`src/smhs_pkg.sv`:
```
// Purpose: Constants and types for the serial master handshake sequencer.
// Assumes: All delays are counted in core_clk periods.
// Notes: Pin option bit 0 enables the ready handshake, bit 1 chip select.
//
// Overview of operation
// - With ready handshake, first clock edge waits three periods after ready seen.
// - Chip select leads the first edge by two periods, plus half bit when phase 1.
// - Chip select release trails the final edge by half bit when phase 0.
// - Hold-select with queued data keeps chip select asserted between words.
// - Select-to-clock field adds periods between chip select assertion and the first clock edge.
// - End-to-select field adds periods before chip select release.
// - Five-pin option applies both the select and ready spacings together.
// - Polarity 0 starts rising and ends falling; polarity 1 the reverse.
// - Last data bit stays on the output until a new word is loaded.
package smhs_pkg;

	// --------------------------------------------------------------
	// Sizes and spacings
	// --------------------------------------------------------------
	localparam int WORD_BITS = 16;
	localparam int FIFO_DEPTH = 8;
	localparam logic [4:0] LAST_EDGE = 5'h1f;
	localparam logic [8:0] CS_TO_CLK_PERIODS = 9'h002;
	localparam logic [8:0] ENA_TO_CLK_PERIODS = 9'h003;
	localparam logic [8:0] SYNC_STAGES = 9'h002;
	localparam logic [8:0] AGE_MAX = 9'h1ff;
	localparam int OPT_ENA_BIT = 0;
	localparam int OPT_CS_BIT = 1;

	// --------------------------------------------------------------
	// Reset values
	// --------------------------------------------------------------
	localparam logic CS_RESET = 1'b1;
	localparam logic READY_PIN_RESET = 1'b1;

	typedef enum logic [5:0] {
		ST_IDLE = 6'h01,
		ST_SELECT = 6'h02,
		ST_READY = 6'h04,
		ST_SETTLE = 6'h08,
		ST_SHIFT = 6'h10,
		ST_TRAIL = 6'h20
	} smhs_state_e;

	function automatic logic [8:0] widen5(input logic [4:0] v);
		widen5 = {4'h0, v};
	endfunction : widen5

endpackage : smhs_pkg

```
`src/smhs_sequencer.sv`:
```
// Purpose: Master sequencer for a three, four or five pin synchronous serial port.
// Assumes: Slave pins are asynchronous and are synchronised here.
// Notes: Half bit period is halfBitCycles plus one core clock periods.
`timescale 1ns/10ps
`default_nettype none

// ------------------------------------------------------------------
// Transmit word queue
// ------------------------------------------------------------------
module smhs_fifo
	#(
	parameter int WIDTH = 16,
	parameter int DEPTH = 8
	)
	(
	input wire logic core_clk,
	input wire logic reset_n,
	input wire logic [WIDTH-1:0] inData,
	input wire logic inValid,
	output logic inReady,
	output logic [WIDTH-1:0] outData,
	output logic outValid,
	input wire logic outReady
	);
	localparam int AW = $clog2(DEPTH);
	logic [WIDTH-1:0] mem [DEPTH];
	logic [AW-1:0] wrPtrReg, wrPtrNext, rdPtrReg, rdPtrNext;
	logic [AW:0] countReg, countNext;
	logic push, pop;

	function automatic logic [AW-1:0] bump(input logic [AW-1:0] p);
		bump = (p == AW'(DEPTH - 1)) ? '0 : AW'(p + 1'b1);
	endfunction : bump

	assign inReady = countReg != (AW + 1)'(DEPTH);
	assign outValid = countReg != '0;
	assign outData = mem[rdPtrReg];
	assign push = inValid && inReady;
	assign pop = outValid && outReady;

	always_comb
	begin
		wrPtrNext = push ? bump(wrPtrReg) : wrPtrReg;
		rdPtrNext = pop ? bump(rdPtrReg) : rdPtrReg;
		countNext = countReg;
		if (push && !pop)
		begin
			countNext = (AW + 1)'(countReg + 1'b1);
		end
		else if (pop && !push)
		begin
			countNext = (AW + 1)'(countReg - 1'b1);
		end
	end

	always_ff @(posedge core_clk)
	begin
		if (!reset_n)
		begin
			wrPtrReg <= '0;
			rdPtrReg <= '0;
			countReg <= '0;
		end
		else
		begin
			wrPtrReg <= wrPtrNext;
			rdPtrReg <= rdPtrNext;
			countReg <= countNext;
		end
	end

	// Storage holds no control state, so it is left out of reset.
	always_ff @(posedge core_clk)
	begin
		if (push)
		begin
			mem[wrPtrReg] <= inData;
		end
	end
endmodule : smhs_fifo

// ------------------------------------------------------------------
// Sequencer top
// ------------------------------------------------------------------
module smhs_sequencer
	import smhs_pkg::*;
	(
	input wire logic core_clk,
	input wire logic reset_n,
	input wire logic [1:0] pinOption,
	input wire logic clockPolarity,
	input wire logic clockPhase,
	input wire logic holdSelectBetweenWords,
	input wire logic [4:0] selectToClockDelay,
	input wire logic [4:0] endToSelectDelay,
	input wire logic [7:0] halfBitCycles,
	input wire logic [WORD_BITS-1:0] txData,
	input wire logic txValid,
	output logic txReady,
	output logic [WORD_BITS-1:0] rxData,
	output logic rxValid,
	output logic busy,
	output logic serialClockPin,
	output logic serialDataOut,
	input wire logic serialDataIn,
	output logic chipSelectLine_n,
	input wire logic slaveReadyLine_n
	);
	smhs_state_e stateReg, stateNext;
	logic [8:0] cntReg, cntNext;
	logic [7:0] halfReg, halfNext;
	logic [4:0] edgeReg, edgeNext;
	logic [WORD_BITS-1:0] txShiftReg, txShiftNext, rxShiftReg, rxShiftNext;
	logic [WORD_BITS-1:0] rxDataReg, rxDataNext;
	logic rxValidReg, rxValidNext;
	logic sclkReg, sclkNext, mosiReg, mosiNext, csReg, csNext;
	logic readyMetaReg, readyPinReg, misoMetaReg, misoPinReg;
	logic [WORD_BITS-1:0] fifoData;
	logic fifoValid, loadWord, edgeTick, sampleEdge, usesCs, usesEna;
	logic readySeen;
	logic [8:0] halfWide;

	assign usesCs = pinOption[OPT_CS_BIT];
	assign usesEna = pinOption[OPT_ENA_BIT];
	assign readySeen = !readyPinReg;
	assign halfWide = {1'b0, halfBitCycles};

	smhs_fifo #(.WIDTH(WORD_BITS), .DEPTH(FIFO_DEPTH)) txQueue (
		.core_clk(core_clk),
		.reset_n(reset_n),
		.inData(txData),
		.inValid(txValid),
		.inReady(txReady),
		.outData(fifoData),
		.outValid(fifoValid),
		.outReady(loadWord)
	);

	// --------------------------------------------------------------
	// Pin synchronisers
	// --------------------------------------------------------------
	always_ff @(posedge core_clk)
	begin
		if (!reset_n)
		begin
			readyMetaReg <= READY_PIN_RESET;
			readyPinReg <= READY_PIN_RESET;
			misoMetaReg <= 1'b0;
			misoPinReg <= 1'b0;
		end
		else
		begin
			readyMetaReg <= slaveReadyLine_n;
			readyPinReg <= readyMetaReg;
			misoMetaReg <= serialDataIn;
			misoPinReg <= misoMetaReg;
		end
	end

	// --------------------------------------------------------------
	// Word sequencing
	// --------------------------------------------------------------
	always_comb
	begin
		stateNext = stateReg;
		cntNext = cntReg;
		halfNext = halfReg;
		edgeNext = edgeReg;
		txShiftNext = txShiftReg;
		rxShiftNext = rxShiftReg;
		rxDataNext = rxDataReg;
		rxValidNext = 1'b0;
		sclkNext = sclkReg;
		mosiNext = mosiReg;
		csNext = csReg;
		loadWord = 1'b0;
		edgeTick = 1'b0;
		sampleEdge = 1'b0;
		unique case (stateReg)
			ST_IDLE:
			begin
				sclkNext = clockPolarity;
				if (fifoValid)
				begin
					loadWord = 1'b1;
					csNext = !usesCs;
					cntNext = '0;
					if (usesCs && csReg)
					begin
						cntNext = 9'(CS_TO_CLK_PERIODS + widen5(selectToClockDelay));
					end
					if (!clockPhase)
					begin
						mosiNext = fifoData[WORD_BITS-1];
						txShiftNext = {fifoData[WORD_BITS-2:0], 1'b0};
					end
					else
					begin
						txShiftNext = fifoData;
					end
					stateNext = ST_SELECT;
				end
			end
			ST_SELECT:
			begin
				if (cntReg == '0)
				begin
					stateNext = ST_READY;
				end
				else
				begin
					cntNext = 9'(cntReg - 1'b1);
				end
			end
			ST_READY:
			begin
				// The word stays queued in the shifter while the slave is absent.
				if (!usesEna || readySeen)
				begin
					cntNext = usesEna ? ENA_TO_CLK_PERIODS : '0;
					stateNext = ST_SETTLE;
				end
			end
			ST_SETTLE:
			begin
				if (cntReg == '0)
				begin
					halfNext = clockPhase ? halfBitCycles : 8'h00;
					edgeNext = '0;
					stateNext = ST_SHIFT;
				end
				else
				begin
					cntNext = 9'(cntReg - 1'b1);
				end
			end
			ST_SHIFT:
			begin
				if (halfReg == '0)
				begin
					edgeTick = 1'b1;
					sclkNext = !sclkReg;
					halfNext = halfBitCycles;
					edgeNext = 5'(edgeReg + 1'b1);
					sampleEdge = (!edgeReg[0]) ^ clockPhase;
					if (sampleEdge)
					begin
						rxShiftNext = {rxShiftReg[WORD_BITS-2:0], misoPinReg};
					end
					else if (edgeReg != LAST_EDGE)
					begin
						mosiNext = txShiftReg[WORD_BITS-1];
						txShiftNext = {txShiftReg[WORD_BITS-2:0], 1'b0};
					end
					if (edgeReg == LAST_EDGE)
					begin
						rxDataNext = rxShiftNext;
						rxValidNext = 1'b1;
						// The sync term lets a dropped ready reach the core.
						cntNext = 9'((clockPhase ? 9'h000 : halfWide)
							+ widen5(endToSelectDelay)
							+ (usesEna ? SYNC_STAGES : 9'h000));
						stateNext = ST_TRAIL;
					end
				end
				else
				begin
					halfNext = 8'(halfReg - 1'b1);
				end
			end
			ST_TRAIL:
			begin
				if (cntReg == '0)
				begin
					if (!(holdSelectBetweenWords && fifoValid))
					begin
						csNext = CS_RESET;
					end
					stateNext = ST_IDLE;
				end
				else
				begin
					cntNext = 9'(cntReg - 1'b1);
				end
			end
		endcase
	end

	always_ff @(posedge core_clk)
	begin
		if (!reset_n)
		begin
			stateReg <= ST_IDLE;
			cntReg <= '0;
			halfReg <= '0;
			edgeReg <= '0;
			txShiftReg <= '0;
			rxShiftReg <= '0;
			rxDataReg <= '0;
			rxValidReg <= 1'b0;
			sclkReg <= 1'b0;
			mosiReg <= 1'b0;
			csReg <= CS_RESET;
		end
		else
		begin
			stateReg <= stateNext;
			cntReg <= cntNext;
			halfReg <= halfNext;
			edgeReg <= edgeNext;
			txShiftReg <= txShiftNext;
			rxShiftReg <= rxShiftNext;
			rxDataReg <= rxDataNext;
			rxValidReg <= rxValidNext;
			sclkReg <= sclkNext;
			mosiReg <= mosiNext;
			csReg <= csNext;
		end
	end

	assign serialClockPin = sclkReg;
	assign serialDataOut = mosiReg;
	assign chipSelectLine_n = csReg;
	assign rxData = rxDataReg;
	assign rxValid = rxValidReg;
	assign busy = stateReg != ST_IDLE;

	// --------------------------------------------------------------
	// Spacing monitors and checks
	// --------------------------------------------------------------
	logic [8:0] csAgeReg, csAgeNext, rdyAgeReg, rdyAgeNext;
	logic [8:0] sinceEdgeReg, sinceEdgeNext;

	always_comb
	begin
		csAgeNext = csReg ? '0 : ((csAgeReg == AGE_MAX) ? csAgeReg
			: 9'(csAgeReg + 1'b1));
		rdyAgeNext = !readySeen ? '0 : ((rdyAgeReg == AGE_MAX) ? rdyAgeReg
			: 9'(rdyAgeReg + 1'b1));
		sinceEdgeNext = edgeTick ? '0 : ((sinceEdgeReg == AGE_MAX)
			? sinceEdgeReg : 9'(sinceEdgeReg + 1'b1));
	end

	always_ff @(posedge core_clk)
	begin
		if (!reset_n)
		begin
			csAgeReg <= '0;
			rdyAgeReg <= '0;
			sinceEdgeReg <= AGE_MAX;
		end
		else
		begin
			csAgeReg <= csAgeNext;
			rdyAgeReg <= rdyAgeNext;
			sinceEdgeReg <= sinceEdgeNext;
		end
	end
endmodule : smhs_sequencer

`default_nettype wire

```
`config.mk`:
```
export PLATFORM = sky130hd
export DESIGN_NAME = smhs_sequencer
export DESIGN_NICKNAME = d
export VERILOG_FILES = /design/src/smhs_pkg.sv /design/src/smhs_sequencer.sv
export SDC_FILE = /design/constraint.sdc
export NUM_CORES = 1
export LEC_CHECK = 0
export BUFFER_PORTS_ARGS = -buffer_cell sky130_fd_sc_hd__buf_2
export CAP_MARGIN = 10
export CORE_ASPECT_RATIO = 0.5
export CORE_UTILIZATION = 30
export CTS_BUF_LIST = sky130_fd_sc_hd__clkbuf_8
export DETAILED_ROUTE_END_ITERATION = 7
export PLACE_DENSITY_LB_ADDON = 0.12
export SLEW_MARGIN = 15
export SYNTH_ARGS = -nofsm -noshare
export SYNTH_HDL_FRONTEND = slang
export SYNTH_SLANG_ARGS = --single-unit
```
`constraint.sdc`:
```
create_clock -name core_clk -period 7.5 [get_ports core_clk]
set_input_delay 1.5 -clock core_clk [delete_from_list [all_inputs] [get_ports core_clk]]
set_output_delay 1.5 -clock core_clk [all_outputs]
set_load 0.005 [all_outputs]
```
[Word-level counts from Yosys, hierarchy flattened]
Memory sizes are Yosys's and may differ from the RTL's. A register that Yosys moved wholly into a read port is not among the register bits.
Cells that the tools add are included.
Operators by class
  add/subtract/negate cells: 10
  equality and inequality tests: 24
  muxes and demuxes: 55
  bitwise logic cells: 1
  reductions and logical operators: 33
Operators by type and width (number)
  2-to-1 mux 16 bit: 6
  2-to-1 mux 6 bit: 8
  2-to-1 mux 9 bit: 5
  case mux 6 bit (6 select lines): 1
  case mux 9 bit (4 select lines): 1
  2-to-1 mux 8 bit: 4
  case mux 16 bit (2 select lines): 1
  inequality test 2 bit, second input constant: 12
  case mux 8 bit (2 select lines): 1
  2-to-1 mux 1 bit: 14
  2-to-1 mux 3 bit: 4
  2-to-1 mux 5 bit: 2
  case mux 5 bit (2 select lines): 1
  AND reduction 5 bit: 2
  adder 8 x 5 -> 9 bit: 1
  adder 9 x 2 -> 9 bit: 1
  logical NOT 9 bit: 1
  AND reduction 3 bit: 3
  subtractor 9 x 1 -> 9 bit, second input constant: 1
  logical NOT 8 bit: 1
  2-to-1 mux 4 bit: 2
  nonzero test 2 bit: 4
  subtractor 8 x 1 -> 8 bit, second input constant: 1
  logical NOT 1 bit: 7
  27 further kinds: 39
Word-level totals
  bits in registers: 94
  memory bits (writable): 128
  input bits: 44
  output and inout port bits: 22
  logic and storage cells: 142
  memories kept: 1
Memories
  txQueue.mem: depth 8, bits a word 16, read ports 1, clocked after memory_dff 1, write ports 1, line smhs_sequencer.sv:26  | logic [WIDTH-1:0] mem [DEPTH];

[Longest topological paths before layout]
  word-level depth: 7
  depth in mapped cells: 12

[Hierarchy]
From an unflattened synthesis, not the netlist that was laid out.
Unflattened totals
  cell total of the unflattened synthesis: 833
  area total of the unflattened synthesis: 10327.4 um^2
By module, submodules not included
  smhs_fifo: times used 1, cells an instance 260, area each 5594.1 um^2, sequential area each 4103.9 um^2
  smhs_sequencer: times used 1, cells an instance 573, area each 4733.3 um^2, sequential area each 1681.6 um^2

[Least setup slack after synthesis]
Ideal clock, no wire load.
  kind: input -> register
  from: in clockPhase
  to: reg cntReg[7]
  setup time: 0.101 ns
  arrival time: 3.654 ns
  setup slack: 3.745 ns
  cell stages on the path: 11
  path buffers: 1
  path through: clkbuf_1 > nor2b_1 > fa_1 > ha_1 > inv_1 > fa_1 > nor2b_1 > o31a_1 > o21ai_0 > xor2_1 > o41ai_1
On the way
  cells in the longest elaborated chain, start to end: 6
Ends and longest elaborated chain
  start, declared: line smhs_sequencer.sv:92  | input wire logic clockPhase,
  2-to-1 mux 8 bit: line smhs_sequencer.sv:260  | cntNext = 9'((clockPhase ? 9'h000 : halfWide)
  adder 8 x 5 -> 9 bit: line smhs_sequencer.sv:261  | + widen5(endToSelectDelay)
  adder 9 x 2 -> 9 bit: line smhs_sequencer.sv:262  | + (usesEna ? SYNC_STAGES : 9'h000));
  2-to-1 mux 9 bit: line smhs_sequencer.sv:255  | if (edgeReg == LAST_EDGE)
  2-to-1 mux 9 bit: line smhs_sequencer.sv:239  | if (halfReg == '0)
  case mux 9 bit (4 select lines): line smhs_sequencer.sv:179  | unique case (stateReg)
  end signal, assigned: line smhs_sequencer.sv:308  | cntReg <= cntNext;
  end, declared: line smhs_sequencer.sv:110  | logic [8:0] cntReg, cntNext;
No other way between the ends. The select of a mux whose other input is x is not followed.
A chain may end at the register's enable or synchronous reset.

[Worst setup path after layout]
  from: reg stateReg[5]
  to: out busy
On the way
  cells in the longest elaborated chain, start to end: 1
Ends and longest elaborated chain
  start, declared: line smhs_sequencer.sv:109  | smhs_state_e stateReg, stateNext;
  start signal, assigned: line smhs_sequencer.sv:307  | stateReg <= stateNext;
  inequality test 6 x 1 -> 1 bit: line smhs_sequencer.sv:326  | assign busy = stateReg != ST_IDLE;
  end, declared: line smhs_sequencer.sv:102  | output logic busy,
No other way between the ends.

==> summary.md <==
| Metric | Value |
|---|---|
| RSZ-0062 raised after global routing | no |
| DRT antenna net count | 0 |
| Leakage | just under 4 nW |
| # H-tree levels | 2 |
| WL/cell | approximately 18 um |
| Maximum VDD drop | 0.09861 mV |
| Fin cells | 1360 |
| Core box area | 0.03223 mm^2 |
| RD Place Congestion | 0.7496 |
| Nets | 973 |
| Gr ovfl total | 0 |
| Measured slew at the worst slew-check pin | 1.116 ns |
| Num rows | 46 |
| Die area | roughly 0.034 mm^2 |
| Cell taking the most area after synthesis | edfxtp_1 |
| Multi-input gate area in the final layout | approximately 0.004 mm^2 |
| Finished Cell Area | roughly 0.011 mm^2 |
| CP required | about 6 ns |
| Fin crit share | a little over half |
| Postcts setup bufs | 0 |
| Fin Clk Skew | roughly 0.024 ns |
| Final Total Pwr | around 3.3 mW |
| MaxCap Viol Count | 0 |
| Io pins | 66 |
| Min Tclk post-route | about 4 ns |
| Final Setup Violations | 0 |
| Worst-path maximum fanout | 10 |
| FFs w/ async S/R, synth | 0% |
| Top post-synthesis cells by area | edfxtp_1 38%, dfxtp_1 19%, mux4_2 7.2%, nand2_1 4.3%, ha_1 2.8% |
| CTS resizes | 0 |
| Top cell type's share of synthesized area | a little under 40% |
| Reg clk slew, reported paths | around 0.070 ns |
| Maximum clock rate | roughly 0.25 GHz |
| Routed WL | around 25 mm |
| Final core occ | a little over a third |
| Clock Latency Late Sink | around 0.55 ns |
| Post-route worst setup slack | ~3.5 ns |
| Most common flop cell mapped by yosys | edfxtp_1 |
| Storage cell area | about 0.0058 mm^2 |
| First-pass GRT wire length | 38.12 mm |
| Slew margin rel. | 25.35% |
| Register area share after synthesis | just under 60% |
| Share of cells above drive strength 1 | between 20% and 30% |
| HPWL Detailed | ~16 mm |
| Min-delay worst type | register to register |
| Synthesized instance count | between 800 and 900 |
| IO Port Bufs | 65 |
| Placed Area | about 0.011 mm^2 |
| CTS Buf Count | 37 |
| Synth unique cells | 69 |
| Top-count cell post-synth | edfxtp_1 |
| Gr usage total | around 15% |
| Number of global-route vias before repair | approximately 6600 |
| EDFF count, synth | about 130 |
| Die H | between 100 and 150 um |
| Initial DRC Count | 415 |
| Final slew viol count | 0 |
| Most instantiated cells after synthesis | 128 x edfxtp_1, 114 x nand2_1, 97 x dfxtp_1 |
| CTS Buffer Depth | 3 |
| Initial Utilization | 30.99% |
| Die width | about 260 um |
| DR pass1 iterations | 5 |
| Synthesized area | 0.009990 mm^2 |
| Arr. time, crit path | between 2 and 3 ns |
| Avg Cell Area, Syn | between 10 and 15 um^2 |
| Syn Nets | approximately 900 |
| CTS tree | built |
| DR vias | ~6800 |
| Vias per inst | a little under 5 |
| Inst Count DP | around 1300 |
| Clk root buf | clkbuf_8 |
| Fin Setup TNS | 0 ns |
| Status | completed |
| Largest net degree at the start of global routing | 64 |
| Worst hold slack | about 0.41 ns |
| Register bit total from synthesis | approximately 230 |
| Final Hold Fails | 0 |
| Filler Cells Inserted | roughly 3200 |
| Initial antenna violation count | 1 |
| Crit Path Class | register to primary output |
| Post-route DRC | 0 |
| Syn. warnings | 0 |
| PD cells | about 290 mW/mm^2 |
| Area growth syn-to-layout | 14.89% |
| CP Launch Type | register |
| Worst Setup End Kind | primary output |
| Clock sink count | ~230 |
| Hold-fix buffers at CTS | 0 |
| Pre-CTS setup slack | between 3 and 4 ns |
==> final cells by class <==
type	count	area share [%]
repair buffers	81	3.881
multi-input cells	539	34.58
inverters	20	0.6541
clock buffers	41	4.917
clock inverters	21	0.8176
diodes	1	0.02180
flip-flops and latches	225	50.42
well taps	432	4.709
==> sequential cells by signal, summed over array words and instances (netlist names), 4 cells and up, named ones only <==
register,count
cntReg,9
edgeReg,5
halfReg,8
rxData,16
rxShiftReg,16
stateReg,6
txQueue.countReg,4
txQueue.mem,128
txShiftReg,16
==> power by group <==
part | switching (mW) | internal, mW
clock network | 0.489 | 0.502
logic | 0.457 | 0.364
registers | 0.0721 | 1.42
total | 1.02 | 2.28
==> worst paths after layout <==
check | startpoint | end | slack, ns | cells past startpoint
min | readyMetaReg | readyPinReg | 0.41 | 1
max reg2reg | stateReg[5] | txQueue.countReg[3] | 4.32 | 10
min reg2reg | readyMetaReg | readyPinReg | 0.41 | 1
max | stateReg[5] | busy | 3.49 | 4
==> per-layer routing <==
layer / vias to the layer above / GRT usage [%] / share of wire, %
met5: - / 0 / 0
met4: 0 / 4.919 / 1.7
met3: 36 / 3.202 / 4.4
met2: 116 / 23.65 / 46
met1: 3331 / 19.83 / 48
li1: 3271 / - / -
==> cell usage in the layout, fill, tap and decap left out, types with 20 or more instances in the layout <==
cell	count
mux4_2	32
buf_2	65
edfxtp_1	128
ha_1	22
clkbuf_8	41
nand2_1	114
nor2_1	48
dfxtp_1	96
inv_1	31
o21ai_0	42
a31oi_1	20
a21oi_1	47
==> kinds of logic after synthesis <==
family                     Yosys count  share of synthesized area [%]
buffers and inverters               66                          2.843
muxes                               51                          9.319
adders and majority gates           25                          3.357
xor gates and xnor gates            18                          1.578
AOI/OAI and AO/OA                  190                          12.73
DFF                                225                          57.92
and+or+nand+nor                    255                          12.26
==> worst max-delay path, cell delays in order (launching register included) <==
cell	delay, ns
dfxtp_1	0.41
or4_1	0.74
nor2_1	0.50
inv_1	0.15
buf_2	0.16
Note: power is estimated with default switching activity, not from simulation.
